`config.mk`:
```
export PLATFORM = sky130hd
export DESIGN_NAME = interrupt_priority_levels
export DESIGN_NICKNAME = d
export VERILOG_FILES = /design/src/design/irq_level_pkg.sv /design/src/design/interrupt_priority_levels.sv /design/src/design/level_arbiter.sv
export SDC_FILE = /design/constraint.sdc
export NUM_CORES = 1
export LEC_CHECK = 0
export BUFFER_PORTS_ARGS = -buffer_cell sky130_fd_sc_hd__buf_2
export CORE_UTILIZATION = 42
export CTS_CLUSTER_DIAMETER = 40
export DETAILED_ROUTE_END_ITERATION = 8
export PLACE_DENSITY = 0.72
export RECOVER_POWER = 50
export SYNTH_ARGS = -nofsm -noshare
export SYNTH_HDL_FRONTEND = slang
export SYNTH_SLANG_ARGS = --single-unit
export TNS_END_PERCENT = 10
```
`constraint.sdc`:
```
create_clock -name SYS_CLK -period 9.2 [get_ports SYS_CLK]
set_input_delay 1.84 -clock SYS_CLK [delete_from_list [all_inputs] [get_ports SYS_CLK]]
set_output_delay 1.84 -clock SYS_CLK [all_outputs]
set_load 0.1 [all_outputs]
```
`src/design/irq_level_pkg.sv`:
```
// Constants shared by the interrupt priority level block and its arbiter.
package irq_level_pkg;

   // Number of interrupt sources and their bit positions in both level registers.
   localparam int NUM_SRC                    = 7;
   localparam logic [2:0] SRC_EXT_ZERO       = 3'h0;
   localparam logic [2:0] SRC_TIMER_ZERO     = 3'h1;
   localparam logic [2:0] SRC_EXT_ONE        = 3'h2;
   localparam logic [2:0] SRC_TIMER_ONE      = 3'h3;
   localparam logic [2:0] SRC_SERIAL_PORT    = 3'h4;
   localparam logic [2:0] SRC_TIMER_TWO      = 3'h5;
   localparam logic [2:0] SRC_COUNTER_ARRAY  = 3'h6;

   // Two-bit priority levels, lowest to highest.
   localparam int NUM_LEVELS                 = 4;
   localparam logic [1:0] LEVEL_LOWEST       = 2'h0;
   localparam logic [1:0] LEVEL_HIGHEST      = 2'h3;

   // Register indices; the byte address is four times the index.
   localparam int ADDR_W                     = 12;
   localparam logic [7:0] LEVEL_HIGH_INDEX   = 8'hB7;
   localparam logic [7:0] LEVEL_LOW_INDEX    = 8'hB8;
   localparam logic [ADDR_W-1:0] LEVEL_HIGH_ADDR = {2'h0, LEVEL_HIGH_INDEX, 2'h0};
   localparam logic [ADDR_W-1:0] LEVEL_LOW_ADDR  = {2'h0, LEVEL_LOW_INDEX, 2'h0};
   localparam logic [ADDR_W-1:0] BIT_ACCESS_ADDR = 12'h300;
   localparam logic [ADDR_W-1:0] STATUS_ADDR     = 12'h304;

   // Reset value of the implemented bits 6..0.
   localparam logic [NUM_SRC-1:0] LEVEL_RESET = 7'h00;

   // Single-bit access word: bit select in [2:0], value in [3].
   localparam int BIT_SEL_LSB                = 0;
   localparam int BIT_SEL_W                  = 3;
   localparam int BIT_VAL_POS                = 3;

   // Status word fields.
   localparam int STAT_INSERV_LSB            = 0;
   localparam int STAT_SRC_LSB               = 4;
   localparam int STAT_BUSY_POS              = 7;
   localparam int STAT_LEVEL_LSB             = 8;

   // Bus constants.
   localparam int DATA_W                     = 32;
   localparam int LANE_ZERO                  = 0;
   localparam logic [1:0] RESP_OKAY          = 2'h0;
   localparam logic [1:0] RESP_SLVERR        = 2'h2;

endpackage

```
`src/design/interrupt_priority_levels.sv`:
```
// Interrupt priority level registers with an AXI4-Lite slave and preemptive level arbitration.
// Summary of operation
// The low level register holds the lower level bit of each source: counter array bit 6 down to external 0 bit 0.
// The high level register holds the upper level bit of each source in the same bit layout.
// A source's level is its high bit above its low bit, 00 lowest through 11 highest.
// Bit 7 of both registers is reserved, is never stored, and software must not write a one there.
// Reset clears bits 6..0 of both registers; only the low register allows single-bit writes.
// A request at a higher level preempts a lower running routine; equal levels wait for the return.
`timescale 1ns/10ps
module interrupt_priority_levels
   import irq_level_pkg::*;
(
   input  wire logic                  SYS_CLK,        // System clock, 200 MHz.
   input  wire logic                  RST,            // Asynchronous reset, active high.
   input  wire logic [ADDR_W-1:0]     S_AXI_AWADDR,   // Write address.
   input  wire logic                  S_AXI_AWVALID,  // Write address valid.
   output logic                       S_AXI_AWREADY,  // Write address ready.
   input  wire logic [DATA_W-1:0]     S_AXI_WDATA,    // Write data.
   input  wire logic [DATA_W/8-1:0]   S_AXI_WSTRB,    // Write byte strobes.
   input  wire logic                  S_AXI_WVALID,   // Write data valid.
   output logic                       S_AXI_WREADY,   // Write data ready.
   output logic [1:0]                 S_AXI_BRESP,    // Write response.
   output logic                       S_AXI_BVALID,   // Write response valid.
   input  wire logic                  S_AXI_BREADY,   // Write response ready.
   input  wire logic [ADDR_W-1:0]     S_AXI_ARADDR,   // Read address.
   input  wire logic                  S_AXI_ARVALID,  // Read address valid.
   output logic                       S_AXI_ARREADY,  // Read address ready.
   output logic [DATA_W-1:0]          S_AXI_RDATA,    // Read data.
   output logic [1:0]                 S_AXI_RRESP,    // Read response.
   output logic                       S_AXI_RVALID,   // Read data valid.
   input  wire logic                  S_AXI_RREADY,   // Read data ready.
   input  wire logic [NUM_SRC-1:0]    IRQ_REQ,        // Pending requests from the sources.
   input  wire logic                  IRQ_RETURN,     // Pulse: current service routine returns.
   output logic [NUM_SRC-1:0]         LEVEL_HIGH,     // Upper level bits to the core.
   output logic [NUM_SRC-1:0]         LEVEL_LOW,      // Lower level bits to the core.
   output logic                       GRANT,          // Pulse: a request is taken into service.
   output logic [2:0]                 GRANT_SRC,      // Source of the last grant.
   output logic [1:0]                 GRANT_LEVEL,    // Level of the last grant.
   output logic [NUM_LEVELS-1:0]      IN_SERVICE      // Levels currently in service.
);

   logic [NUM_SRC-1:0]  level_high_r;
   logic [NUM_SRC-1:0]  level_low_r;
   logic [NUM_SRC-1:0]  level_high_nxt;
   logic [NUM_SRC-1:0]  level_low_nxt;

   logic                awready_r;
   logic                wready_r;
   logic                aw_full_r;
   logic                w_full_r;
   logic [ADDR_W-1:0]   waddr_r;
   logic [DATA_W-1:0]   wdata_r;
   logic                wlane_r;
   logic                bvalid_r;
   logic [1:0]          bresp_r;
   logic                arready_r;
   logic                rvalid_r;
   logic [DATA_W-1:0]   rdata_r;
   logic [1:0]          rresp_r;

   logic                grant_r;
   logic [2:0]          grant_src_r;
   logic [1:0]          grant_level_r;
   logic [NUM_LEVELS-1:0] in_service_r;

   // Handshake and decode terms.
   wire aw_take   = S_AXI_AWVALID && awready_r;
   wire w_take    = S_AXI_WVALID && wready_r;
   wire ar_take   = S_AXI_ARVALID && arready_r;
   wire b_done    = bvalid_r && S_AXI_BREADY;
   wire r_done    = rvalid_r && S_AXI_RREADY;
   wire do_write  = aw_full_r && w_full_r && !bvalid_r;

   wire wr_high   = do_write && waddr_r == LEVEL_HIGH_ADDR;
   wire wr_low    = do_write && waddr_r == LEVEL_LOW_ADDR;
   wire wr_bit    = do_write && waddr_r == BIT_ACCESS_ADDR;
   wire wr_status = do_write && waddr_r == STATUS_ADDR;
   wire wr_mapped = wr_high || wr_low || wr_bit || wr_status;

   wire rd_high   = S_AXI_ARADDR == LEVEL_HIGH_ADDR;
   wire rd_low    = S_AXI_ARADDR == LEVEL_LOW_ADDR;
   wire rd_bit    = S_AXI_ARADDR == BIT_ACCESS_ADDR;
   wire rd_status = S_AXI_ARADDR == STATUS_ADDR;
   wire rd_mapped = rd_high || rd_low || rd_bit || rd_status;

   // Bit 7 is never stored, so a stray one written there has no effect.
   wire [NUM_SRC-1:0] wr_byte = wdata_r[NUM_SRC-1:0];

   // Single-bit access to the low register; a select of 7 touches nothing.
   wire [BIT_SEL_W-1:0] bit_sel = wdata_r[BIT_SEL_LSB +: BIT_SEL_W];
   wire                 bit_val = wdata_r[BIT_VAL_POS];
   wire [NUM_SRC-1:0]   bit_mask = NUM_SRC'(1) << bit_sel;
   wire [NUM_SRC-1:0]   low_bit_upd = bit_val ? (level_low_r | bit_mask) : (level_low_r & ~bit_mask);

   // The high register is written only as a whole byte.
   assign level_high_nxt = (wr_high && wlane_r) ? wr_byte : level_high_r;
   assign level_low_nxt  = (wr_low && wlane_r) ? wr_byte :
                           (wr_bit && wlane_r) ? low_bit_upd :
                           level_low_r;

   // Reserved bit 7 and everything above the level bits read as zero.
   wire [DATA_W-1:0] status_word = (DATA_W'(in_service_r) << STAT_INSERV_LSB)
                                 | (DATA_W'(grant_src_r) << STAT_SRC_LSB)
                                 | (DATA_W'(|in_service_r) << STAT_BUSY_POS)
                                 | (DATA_W'(grant_level_r) << STAT_LEVEL_LSB);
   wire [DATA_W-1:0] rd_word = rd_high   ? DATA_W'(level_high_r) :
                               rd_low    ? DATA_W'(level_low_r) :
                               rd_status ? status_word :
                               '0;

   // Level registers.
   always_ff @(posedge SYS_CLK or posedge RST)
   begin
      if (RST)
      begin
         level_high_r <= LEVEL_RESET;
         level_low_r  <= LEVEL_RESET;
      end
      else
      begin
         level_high_r <= level_high_nxt;
         level_low_r  <= level_low_nxt;
      end
   end

   // Write channels: address and data are caught independently, then answered together.
   always_ff @(posedge SYS_CLK or posedge RST)
   begin
      if (RST)
      begin
         awready_r <= 1'b1;
         wready_r  <= 1'b1;
         aw_full_r <= 1'b0;
         w_full_r  <= 1'b0;
         waddr_r   <= '0;
         wdata_r   <= '0;
         wlane_r   <= 1'b0;
         bvalid_r  <= 1'b0;
         bresp_r   <= RESP_OKAY;
      end
      else
      begin
         if (aw_take)
         begin
            awready_r <= 1'b0;
            aw_full_r <= 1'b1;
            waddr_r   <= S_AXI_AWADDR;
         end
         if (w_take)
         begin
            wready_r <= 1'b0;
            w_full_r <= 1'b1;
            wdata_r  <= S_AXI_WDATA;
            wlane_r  <= S_AXI_WSTRB[LANE_ZERO];
         end
         if (do_write)
         begin
            aw_full_r <= 1'b0;
            w_full_r  <= 1'b0;
            bvalid_r  <= 1'b1;
            bresp_r   <= wr_mapped ? RESP_OKAY : RESP_SLVERR;
         end
         if (b_done)
         begin
            bvalid_r  <= 1'b0;
            awready_r <= 1'b1;
            wready_r  <= 1'b1;
         end
      end
   end

   // Read channel: data is returned on the edge that takes the address.
   always_ff @(posedge SYS_CLK or posedge RST)
   begin
      if (RST)
      begin
         arready_r <= 1'b1;
         rvalid_r  <= 1'b0;
         rdata_r   <= '0;
         rresp_r   <= RESP_OKAY;
      end
      else
      begin
         if (ar_take)
         begin
            arready_r <= 1'b0;
            rvalid_r  <= 1'b1;
            rdata_r   <= rd_word;
            rresp_r   <= rd_mapped ? RESP_OKAY : RESP_SLVERR;
         end
         if (r_done)
         begin
            rvalid_r  <= 1'b0;
            arready_r <= 1'b1;
         end
      end
   end

   level_arbiter u_arbiter
   (
      .clk           (SYS_CLK),
      .rst           (RST),
      .req           (IRQ_REQ),
      .lvl_high      (level_high_r),
      .lvl_low       (level_low_r),
      .service_done  (IRQ_RETURN),
      .grant_r       (grant_r),
      .grant_src_r   (grant_src_r),
      .grant_level_r (grant_level_r),
      .in_service_r  (in_service_r)
   );

   assign S_AXI_AWREADY = awready_r;
   assign S_AXI_WREADY  = wready_r;
   assign S_AXI_BVALID  = bvalid_r;
   assign S_AXI_BRESP   = bresp_r;
   assign S_AXI_ARREADY = arready_r;
   assign S_AXI_RVALID  = rvalid_r;
   assign S_AXI_RDATA   = rdata_r;
   assign S_AXI_RRESP   = rresp_r;
   assign LEVEL_HIGH    = level_high_r;
   assign LEVEL_LOW     = level_low_r;
   assign GRANT         = grant_r;
   assign GRANT_SRC     = grant_src_r;
   assign GRANT_LEVEL   = grant_level_r;
   assign IN_SERVICE    = in_service_r;

endmodule

```
`src/design/level_arbiter.sv`:
```
// Picks the highest pending request and tracks which priority levels are in service.
`timescale 1ns/10ps
module level_arbiter
   import irq_level_pkg::*;
(
   input  wire logic                  clk,            // System clock.
   input  wire logic                  rst,            // Asynchronous reset, active high.
   input  wire logic [NUM_SRC-1:0]    req,            // Pending requests, one per source.
   input  wire logic [NUM_SRC-1:0]    lvl_high,       // Upper level bit per source.
   input  wire logic [NUM_SRC-1:0]    lvl_low,        // Lower level bit per source.
   input  wire logic                  service_done,   // Return from the current routine.
   output logic                       grant_r,        // One-cycle grant pulse.
   output logic [2:0]                 grant_src_r,    // Source of the last grant.
   output logic [1:0]                 grant_level_r,  // Level of the last grant.
   output logic [NUM_LEVELS-1:0]      in_service_r    // One bit per level in service.
);

   // Returns {found, level, source}; on equal levels the lower source number wins.
   function automatic logic [5:0] pick_best(input logic [NUM_SRC-1:0] r,
                                            input logic [NUM_SRC-1:0] hi,
                                            input logic [NUM_SRC-1:0] lo);
      logic       found;
      logic [1:0] best_lvl;
      logic [2:0] best_src;
      logic [1:0] l;
      found    = 1'b0;
      best_lvl = LEVEL_LOWEST;
      best_src = SRC_EXT_ZERO;
      l        = LEVEL_LOWEST;
      for (int i = 0; i < NUM_SRC; i++)
      begin
         l = {hi[i], lo[i]};
         if (r[i] && (!found || l > best_lvl))
         begin
            found    = 1'b1;
            best_lvl = l;
            best_src = 3'(i);
         end
      end
      return {found, best_lvl, best_src};
   endfunction

   // Returns {any, highest level} of a set of in-service bits.
   function automatic logic [2:0] top_level(input logic [NUM_LEVELS-1:0] m);
      logic       any;
      logic [1:0] lvl;
      any = 1'b0;
      lvl = LEVEL_LOWEST;
      for (int i = 0; i < NUM_LEVELS; i++)
      begin
         if (m[i])
         begin
            any = 1'b1;
            lvl = 2'(i);
         end
      end
      return {any, lvl};
   endfunction

   logic [5:0]            best;
   logic [2:0]            top;
   logic                  grant_now;
   logic [NUM_LEVELS-1:0] set_mask;
   logic [NUM_LEVELS-1:0] clr_mask;
   logic [NUM_LEVELS-1:0] in_service_nxt;

   assign best      = pick_best(req, lvl_high, lvl_low);
   assign top       = top_level(in_service_r);
   // Only a strictly higher level interrupts a running routine.
   assign grant_now = best[5] && (!top[2] || best[4:3] > top[1:0]);
   assign set_mask  = grant_now ? (NUM_LEVELS'(1) << best[4:3]) : '0;
   assign clr_mask  = (service_done && top[2]) ? (NUM_LEVELS'(1) << top[1:0]) : '0;
   assign in_service_nxt = (in_service_r & ~clr_mask) | set_mask;

   always_ff @(posedge clk or posedge rst)
   begin
      if (rst)
      begin
         grant_r       <= 1'b0;
         grant_src_r   <= SRC_EXT_ZERO;
         grant_level_r <= LEVEL_LOWEST;
         in_service_r  <= '0;
      end
      else
      begin
         grant_r      <= grant_now;
         in_service_r <= in_service_nxt;
         if (grant_now)
         begin
            grant_src_r   <= best[2:0];
            grant_level_r <= best[4:3];
         end
      end
   end

endmodule

```
### Word-level counts from Yosys, hierarchy flattened

Cells that the tools add are included.

| word-level totals | value |
|---|---|
| bits in registers | 87 |
| latch bits | 0 |
| RAM bits | 0 |
| ROM bits | 0 |
| input port bits | 75 |
| output and inout bits | 65 |
| memories | 0 |

| cells by class | value |
|---|---|
| add/subtract/negate cells | 0 |
| multiply operators | 0 |
| divide/modulo/power cells | 0 |
| $lt $le $gt $ge | 7 |
| equal/unequal tests | 8 |
| shift-type cells | 3 |
| multiplexer cells | 51 |
| bitwise logic cells | 9 |
| reductions and logical operators | 51 |

Operator list:

| operator | number |
|---|---|
| 12-bit by 10-bit equality test with 1-bit output, second input constant | 8 |
| 10-bit 2-to-1 mux | 3 |
| 1-bit 2-to-1 mux | 27 |
| 2-bit 2-to-1 mux | 13 |
| 1-bit logical AND | 22 |
| 7-bit 2-to-1 mux | 3 |
| 2-bit greater-than comparator | 7 |
| 2-bit nonzero test | 7 |
| 1-bit logical OR | 13 |
| 8-bit by 10-bit OR with 10-bit output | 1 |
| 3-bit 2-to-1 mux | 3 |
| 1-bit zero test | 8 |
| 4-bit 2-to-1 mux | 2 |
| 7-bit by 8-bit OR with 8-bit output | 1 |
| 1-bit by 2-bit left shift with 4-bit output, first input constant | 2 |
| 7-bit bitwise AND | 1 |
| 7-bit inverter | 1 |
| 4-bit by 7-bit OR with 7-bit output | 1 |
| 7-bit OR | 1 |
| 1-bit by 3-bit left shift with 7-bit output, first input constant | 1 |
| 4-bit bitwise AND | 1 |
| 4-bit inverter | 1 |
| 4-bit OR | 1 |
| 4-bit OR reduction | 1 |

### Longest topological paths before layout

| depth | value |
|---|---|
| depth in word-level cells | 30 |
| mapped depth | 48 |

### Modules after synthesis

From an unflattened synthesis, not the netlist that was laid out.

| second synthesis, totals | value |
|---|---|
| cells, all modules | 391 |
| area total of the unflattened synthesis | 3877.5 µm² |

Modules (own cells, without submodules):

| module | times used | cells each | area each (µm²) | seq. area each (µm²) |
|---|---|---|---|---|
| interrupt_priority_levels | 1 | 255 | 2668.8 | 1330.0 |
| level_arbiter | 1 | 136 | 1208.7 | 250.2 |

### Worst setup path after synthesis

No wires, ideal clock.

| path | value |
|---|---|
| path kind | input-to-reg |
| from | input IRQ_REQ[0] |
| to | register u_arbiter.grant_src_r[0] |
| library setup time | 0.120 ns |
| arrival | 9.878 ns |
| slack | -0.797 ns |
| cell stages on the path | 47 |
| buffers on the path | 1 |
| cell sequence | and2_1 inv_1 ha_1 nor2b_1 o31a_1 a32oi_1 ha_1 nor2b_1 o211ai_1 a21oi_1 a21o_1 ha_1 nor2b_1 a2bb2oi_1 o21a_1 a211oi_1 a21o_1 inv_1 (+11 left out) a21o_1 or2_2 ha_1 nor2b_1 o21ai_0 nand2_1 and2_0 nand2_1 o31a_1 inv_1 ha_1 nor2b_1 o21ai_0 nand2_1 o21ai_0 clkbuf_1 a211oi_1 a21o_1 |

| on the way | value |
|---|---|
| word-level cells in the longest chain between the ends | 28 |

Ends and longest elaborated chain:

| what | RTL line | text |
|---|---|---|
| start: declaration | interrupt_priority_levels.sv:32 | `input wire logic [NUM_SRC-1:0] IRQ_REQ,` |
| 2-bit 2-to-1 mux or 1-bit 2-to-1 mux (tied branches) | level_arbiter.sv:33 | `if (r[i] && (!found \|\| l > best_lvl))` |
| 2-bit greater-than comparator or 1-bit zero test (tied branches) | level_arbiter.sv:33 |  |
| 1-bit logical OR | level_arbiter.sv:33 |  |
| 1-bit logical AND | level_arbiter.sv:33 |  |
| 2-bit 2-to-1 mux or 1-bit 2-to-1 mux (tied branches) | level_arbiter.sv:33 |  |
| 2-bit greater-than comparator or 1-bit zero test (tied branches) | level_arbiter.sv:33 |  |
| 1-bit logical OR | level_arbiter.sv:33 |  |
| 1-bit logical AND | level_arbiter.sv:33 |  |
| (+13 left out) | - |  |
| 2-bit greater-than comparator or 1-bit zero test (tied branches) | level_arbiter.sv:33 |  |
| 1-bit logical OR | level_arbiter.sv:33 |  |
| 1-bit logical AND | level_arbiter.sv:33 |  |
| 2-bit 2-to-1 mux * | level_arbiter.sv:33 |  |
| net u_arbiter.best[4] | level_arbiter.sv:60 | `logic [5:0] best;` |
| 2-bit greater-than comparator * | level_arbiter.sv:70 | `assign grant_now = best[5] && (!top[2] \|\| best[4:3] > top[1:0]);` |
| 1-bit logical OR * | level_arbiter.sv:70 |  |
| 1-bit logical AND * | level_arbiter.sv:70 |  |
| end signal: assignment | level_arbiter.sv:90 | `grant_src_r <= best[2:0];` |
| end: declaration | level_arbiter.sv:13 | `output logic [2:0] grant_src_r,` |

Mark *: on every way through the listed nets, which the timed path passes. The rest lies on a longest branch.
A chain may end at the register's enable or synchronous reset.

### Worst setup path after layout

| path | value |
|---|---|
| from | input IRQ_REQ[0] |
| to | register u_arbiter.grant_src_r[1] |

| on the way | value |
|---|---|
| word-level cells in the longest chain between the ends | 28 |

Ends and longest elaborated chain:

| what | RTL line |
|---|---|
| 2-bit 2-to-1 mux or 1-bit 2-to-1 mux (tied branches) | level_arbiter.sv:33 |
| 2-bit greater-than comparator or 1-bit zero test (tied branches) | level_arbiter.sv:33 |
| 1-bit logical OR | level_arbiter.sv:33 |
| 1-bit logical AND | level_arbiter.sv:33 |
| 2-bit 2-to-1 mux or 1-bit 2-to-1 mux (tied branches) | level_arbiter.sv:33 |
| 2-bit greater-than comparator or 1-bit zero test (tied branches) | level_arbiter.sv:33 |
| 1-bit logical OR | level_arbiter.sv:33 |
| 1-bit logical AND | level_arbiter.sv:33 |
| (+12 left out) | - |
| 2-bit 2-to-1 mux or 1-bit 2-to-1 mux (tied branches) | level_arbiter.sv:33 |
| 2-bit greater-than comparator or 1-bit zero test (tied branches) | level_arbiter.sv:33 |
| 1-bit logical OR | level_arbiter.sv:33 |
| 1-bit logical AND | level_arbiter.sv:33 |
| 2-bit 2-to-1 mux | level_arbiter.sv:33 |
| 2-bit greater-than comparator | level_arbiter.sv:70 |
| 1-bit logical OR | level_arbiter.sv:70 |
| 1-bit logical AND | level_arbiter.sv:70 |

Several ways; a longest one is shown, not always the timed one.

==> metrics.yaml <==
floorplanning:
  start_util_pct: 43.2
  dieArea_mm2: 0.00882
  die_h_um: 93.9
  boundaryPins: 140
  core-area_mm2: 0.00822
  num_rows: 33
  dieWidth_um: 93.9
global_route:
  grt-ovfl-total: 0
  grt_usage_pct: 22.1
  grt_max_degree: 64
  grt_pass1_vias: 3197
  grt_pass1_wl_um: 14900
  antenna_found_initial: 0
placed_design:
  portBuffers: 87
  place_ws_ns: -0.444
  hpwl_um: 6060
  placed_area_mm2: 0.00425
  routabilityCongestion: 0.925
yosys:
  syn-mean-instance-area_um2: 9.94
  synth_cell_types: 54
  ys_async_sr_fraction_pct: 100
  synth_edf_count: 0
  syn_inst: 357
  synth_flop_cell: "dfrtp_1"
  synth_area_mm2: 0.00355
  synth_seq_cells: 63
  ys_seq_area_share_pct: 44.5
  yosys_warnings: 0
final_layout:
  antenna_cells: 0
  nNetsFinal: 608
  final_util_pct: 61.3
  area_delta_synth_final_pct: 41.9
  final_area_mm2: 0.00504
  layout-drive-gt1-share_pct: 49.0
critical_path:
  path_class: "input pin to flop"
  slowest_delay_ns: 0.32
  cp-start-kind: "input pin"
  worstPathMaxFanout: 5
  crit_arrival_ns: 9.93
  cpMaxStageDelayCell: "o31a_1"
  crit_top_cell: "buf_4"
  crit_path_end_kind: "flop"
  required_ns: 9.48
timing:
  fin_skew_ns: 0.0130
  slew_viol_final: 64
  max_freq_mhz: 104
  hold_viol: 0
  finalHoldWorstSlack_ns: 0.477
  fin_crit_ns: 9.65
  setup_ws_ns: -0.450
  worstMarginPinSlew_ns: 3.29
  grt_setup_unrepaired: "yes"
  slew_headroom_pct: -119
  finalCritPeriodShare_pct: 105
  setup_viol: 10
status:
  violations: "capacitance limit, slew limit, setup timing"
  status: "finished, violations left"
flow_run:
  drv_cap: 1
route:
  wl_um: 10100
  drt_first_pass_iters: 4
  route.detailed.drc: 0
  final_antenna_net_count: 0
  routedWlPerCell_um: 16.0
  num_vias: 3349
  drt_iter0_markers: 166
  viasPerCell: 5.32
cts:
  clk_pin_slew_ns: 0.07
  clock_path_buffers: 2
  numClockSinks: 63
  h-tree-depth: 3
  clk_latency_ns: 0.36
  cts_tree: "yes"
  numCtsBuffers: 9
  clock-root-buffer: "clkbuf_8"
power:
  vdd_drop_max_mv: 0.166
  p_per_area_mw_per_mm2: 256
  p_total_mw: 1.29
  leakage_nw: 2.53
min_path:
  worstHoldPathType: "flop to flop"
[where the power goes]
group / internal, mW / leakage [nW] / switching [mW] / total, mW
clock network: 0.127 / 0.0931 / 0.117 / 0.244
registers: 0.359 / 0.805 / 0.0796 / 0.439
logic: 0.199 / 1.63 / 0.408 / 0.607
[timing repair]
item,in CTS,in global routing
endpoints found under the setup margin,4,10
resized for setup,5,40
cloned,0,0
pin swaps,12,25
buffers inserted,36,14
hold buffers,0,0
[final cells by class]
cell class                      count  area (um^2)
Timing Repair Buffer              164         1030
Tap cell                          105          131
Sequential cell                    63         1580
Multi-Input combinational cell    258         2010
Fill cell                         663         3180
Clock inverter                      6         71.3
Inverter                           23         88.8
Clock buffer                       10          128
[critical path, delay by kind of cell]
kind                     cells  cell delay, ns
adder cells (fa/ha/maj)      4            0.93
buffers and inverters       33            4.04
AO/OA/AOI/OAI               13            2.27
AND/OR/NAND/NOR              7            0.81
[cell families (layout without fill, tap and decap cells)]
| logic type | Yosys count | count (layout) | share of synthesized area [%] |
|---|---|---|---|
| compound gates | 80 | 80 | 15.4 |
| fa+ha+maj | 14 | 14 | 4.93 |
| buf+inv | 59 | 203 | 9.20 |
| flops | 63 | 63 | 44.5 |
| mux | 33 | 33 | 10.3 |
| other cells | 1 | 24 | 0.106 |
| simple gates | 107 | 107 | 15.5 |
[layer usage]
layer  share of wire [%]  GRT usage, %  vias to the layer above
met4                 4.0          9.10                        0
met5                   0             0                        -
met2                  49          39.4                      156
met3                 7.4          5.99                       31
met1                  39          24.8                     1608
li1                    -             -                     1554
[Yosys cell counts, types with 6 or more instances]
master    count  area [um^2]
a21o_1        6         45.0
a222oi_1      7         70.1
buf_4        25          188
clkbuf_1      6         22.5
dfrtp_1      60         1500
ha_1         14          175
inv_1        23         86.3
mux2_2       29          327
nand2_1      48          180
nor2_1       16         60.1
nor2b_1       9         56.3
o21ai_0      27          135
[worst paths after layout]
path	end	slack [ns]	cells after the start	startpoint
min in group asynchronous	waddr_r[6]	2.75	3	RST
setup reg to reg	u_arbiter.grant_src_r[1]	0.66	56	LEVEL_HIGH[0]
setup / recovery	u_arbiter.grant_src_r[1]	-0.45	57	IRQ_REQ[0]
hold / removal	S_AXI_RDATA[9]	0.48	2	S_AXI_RDATA[9]
max in group asynchronous	LEVEL_HIGH[2]	4.61	3	RST
hold reg to reg	S_AXI_RDATA[9]	0.48	2	S_AXI_RDATA[9]
[through the flow]
stage / TNS, ns / std cells
6_report: -2.64 / 629
5_1_grt: -5.88 / 629
4_1_cts: -0.00451 / 616
3_5_place_dp: -3.26 / 564
3_3_place_gp: -2.07 / 564
2_1_floorplan: -0.863 / 380
[cell usage in the layout, fill, tap and decap left out, drive strengths merged, types with 2 or more instances in the layout]
cell type  count
or3            3
mux2i          4
a21boi         2
a31o           2
a32oi          2
nor3           2
dfrtp         60
nand4b         2
o21a           2
conb          24
clkinvlp       2
nor4           3
o21ai         30
ha            14
and2           6
dfstp          3
o211ai         2
buf          163
o31a           5
a211oi         4
nor2b          9
and3           2
or4            2
a2bb2oi        3
nor4b          3
mux2          29
clkinv         2
a222oi         7
a31oi          2
inv           24
clkbuf        11
nor3b          2
a21o           6
o21bai         3
nor2          16
nand2         48
a21oi          5
Power figures use the tool's default switching activity.
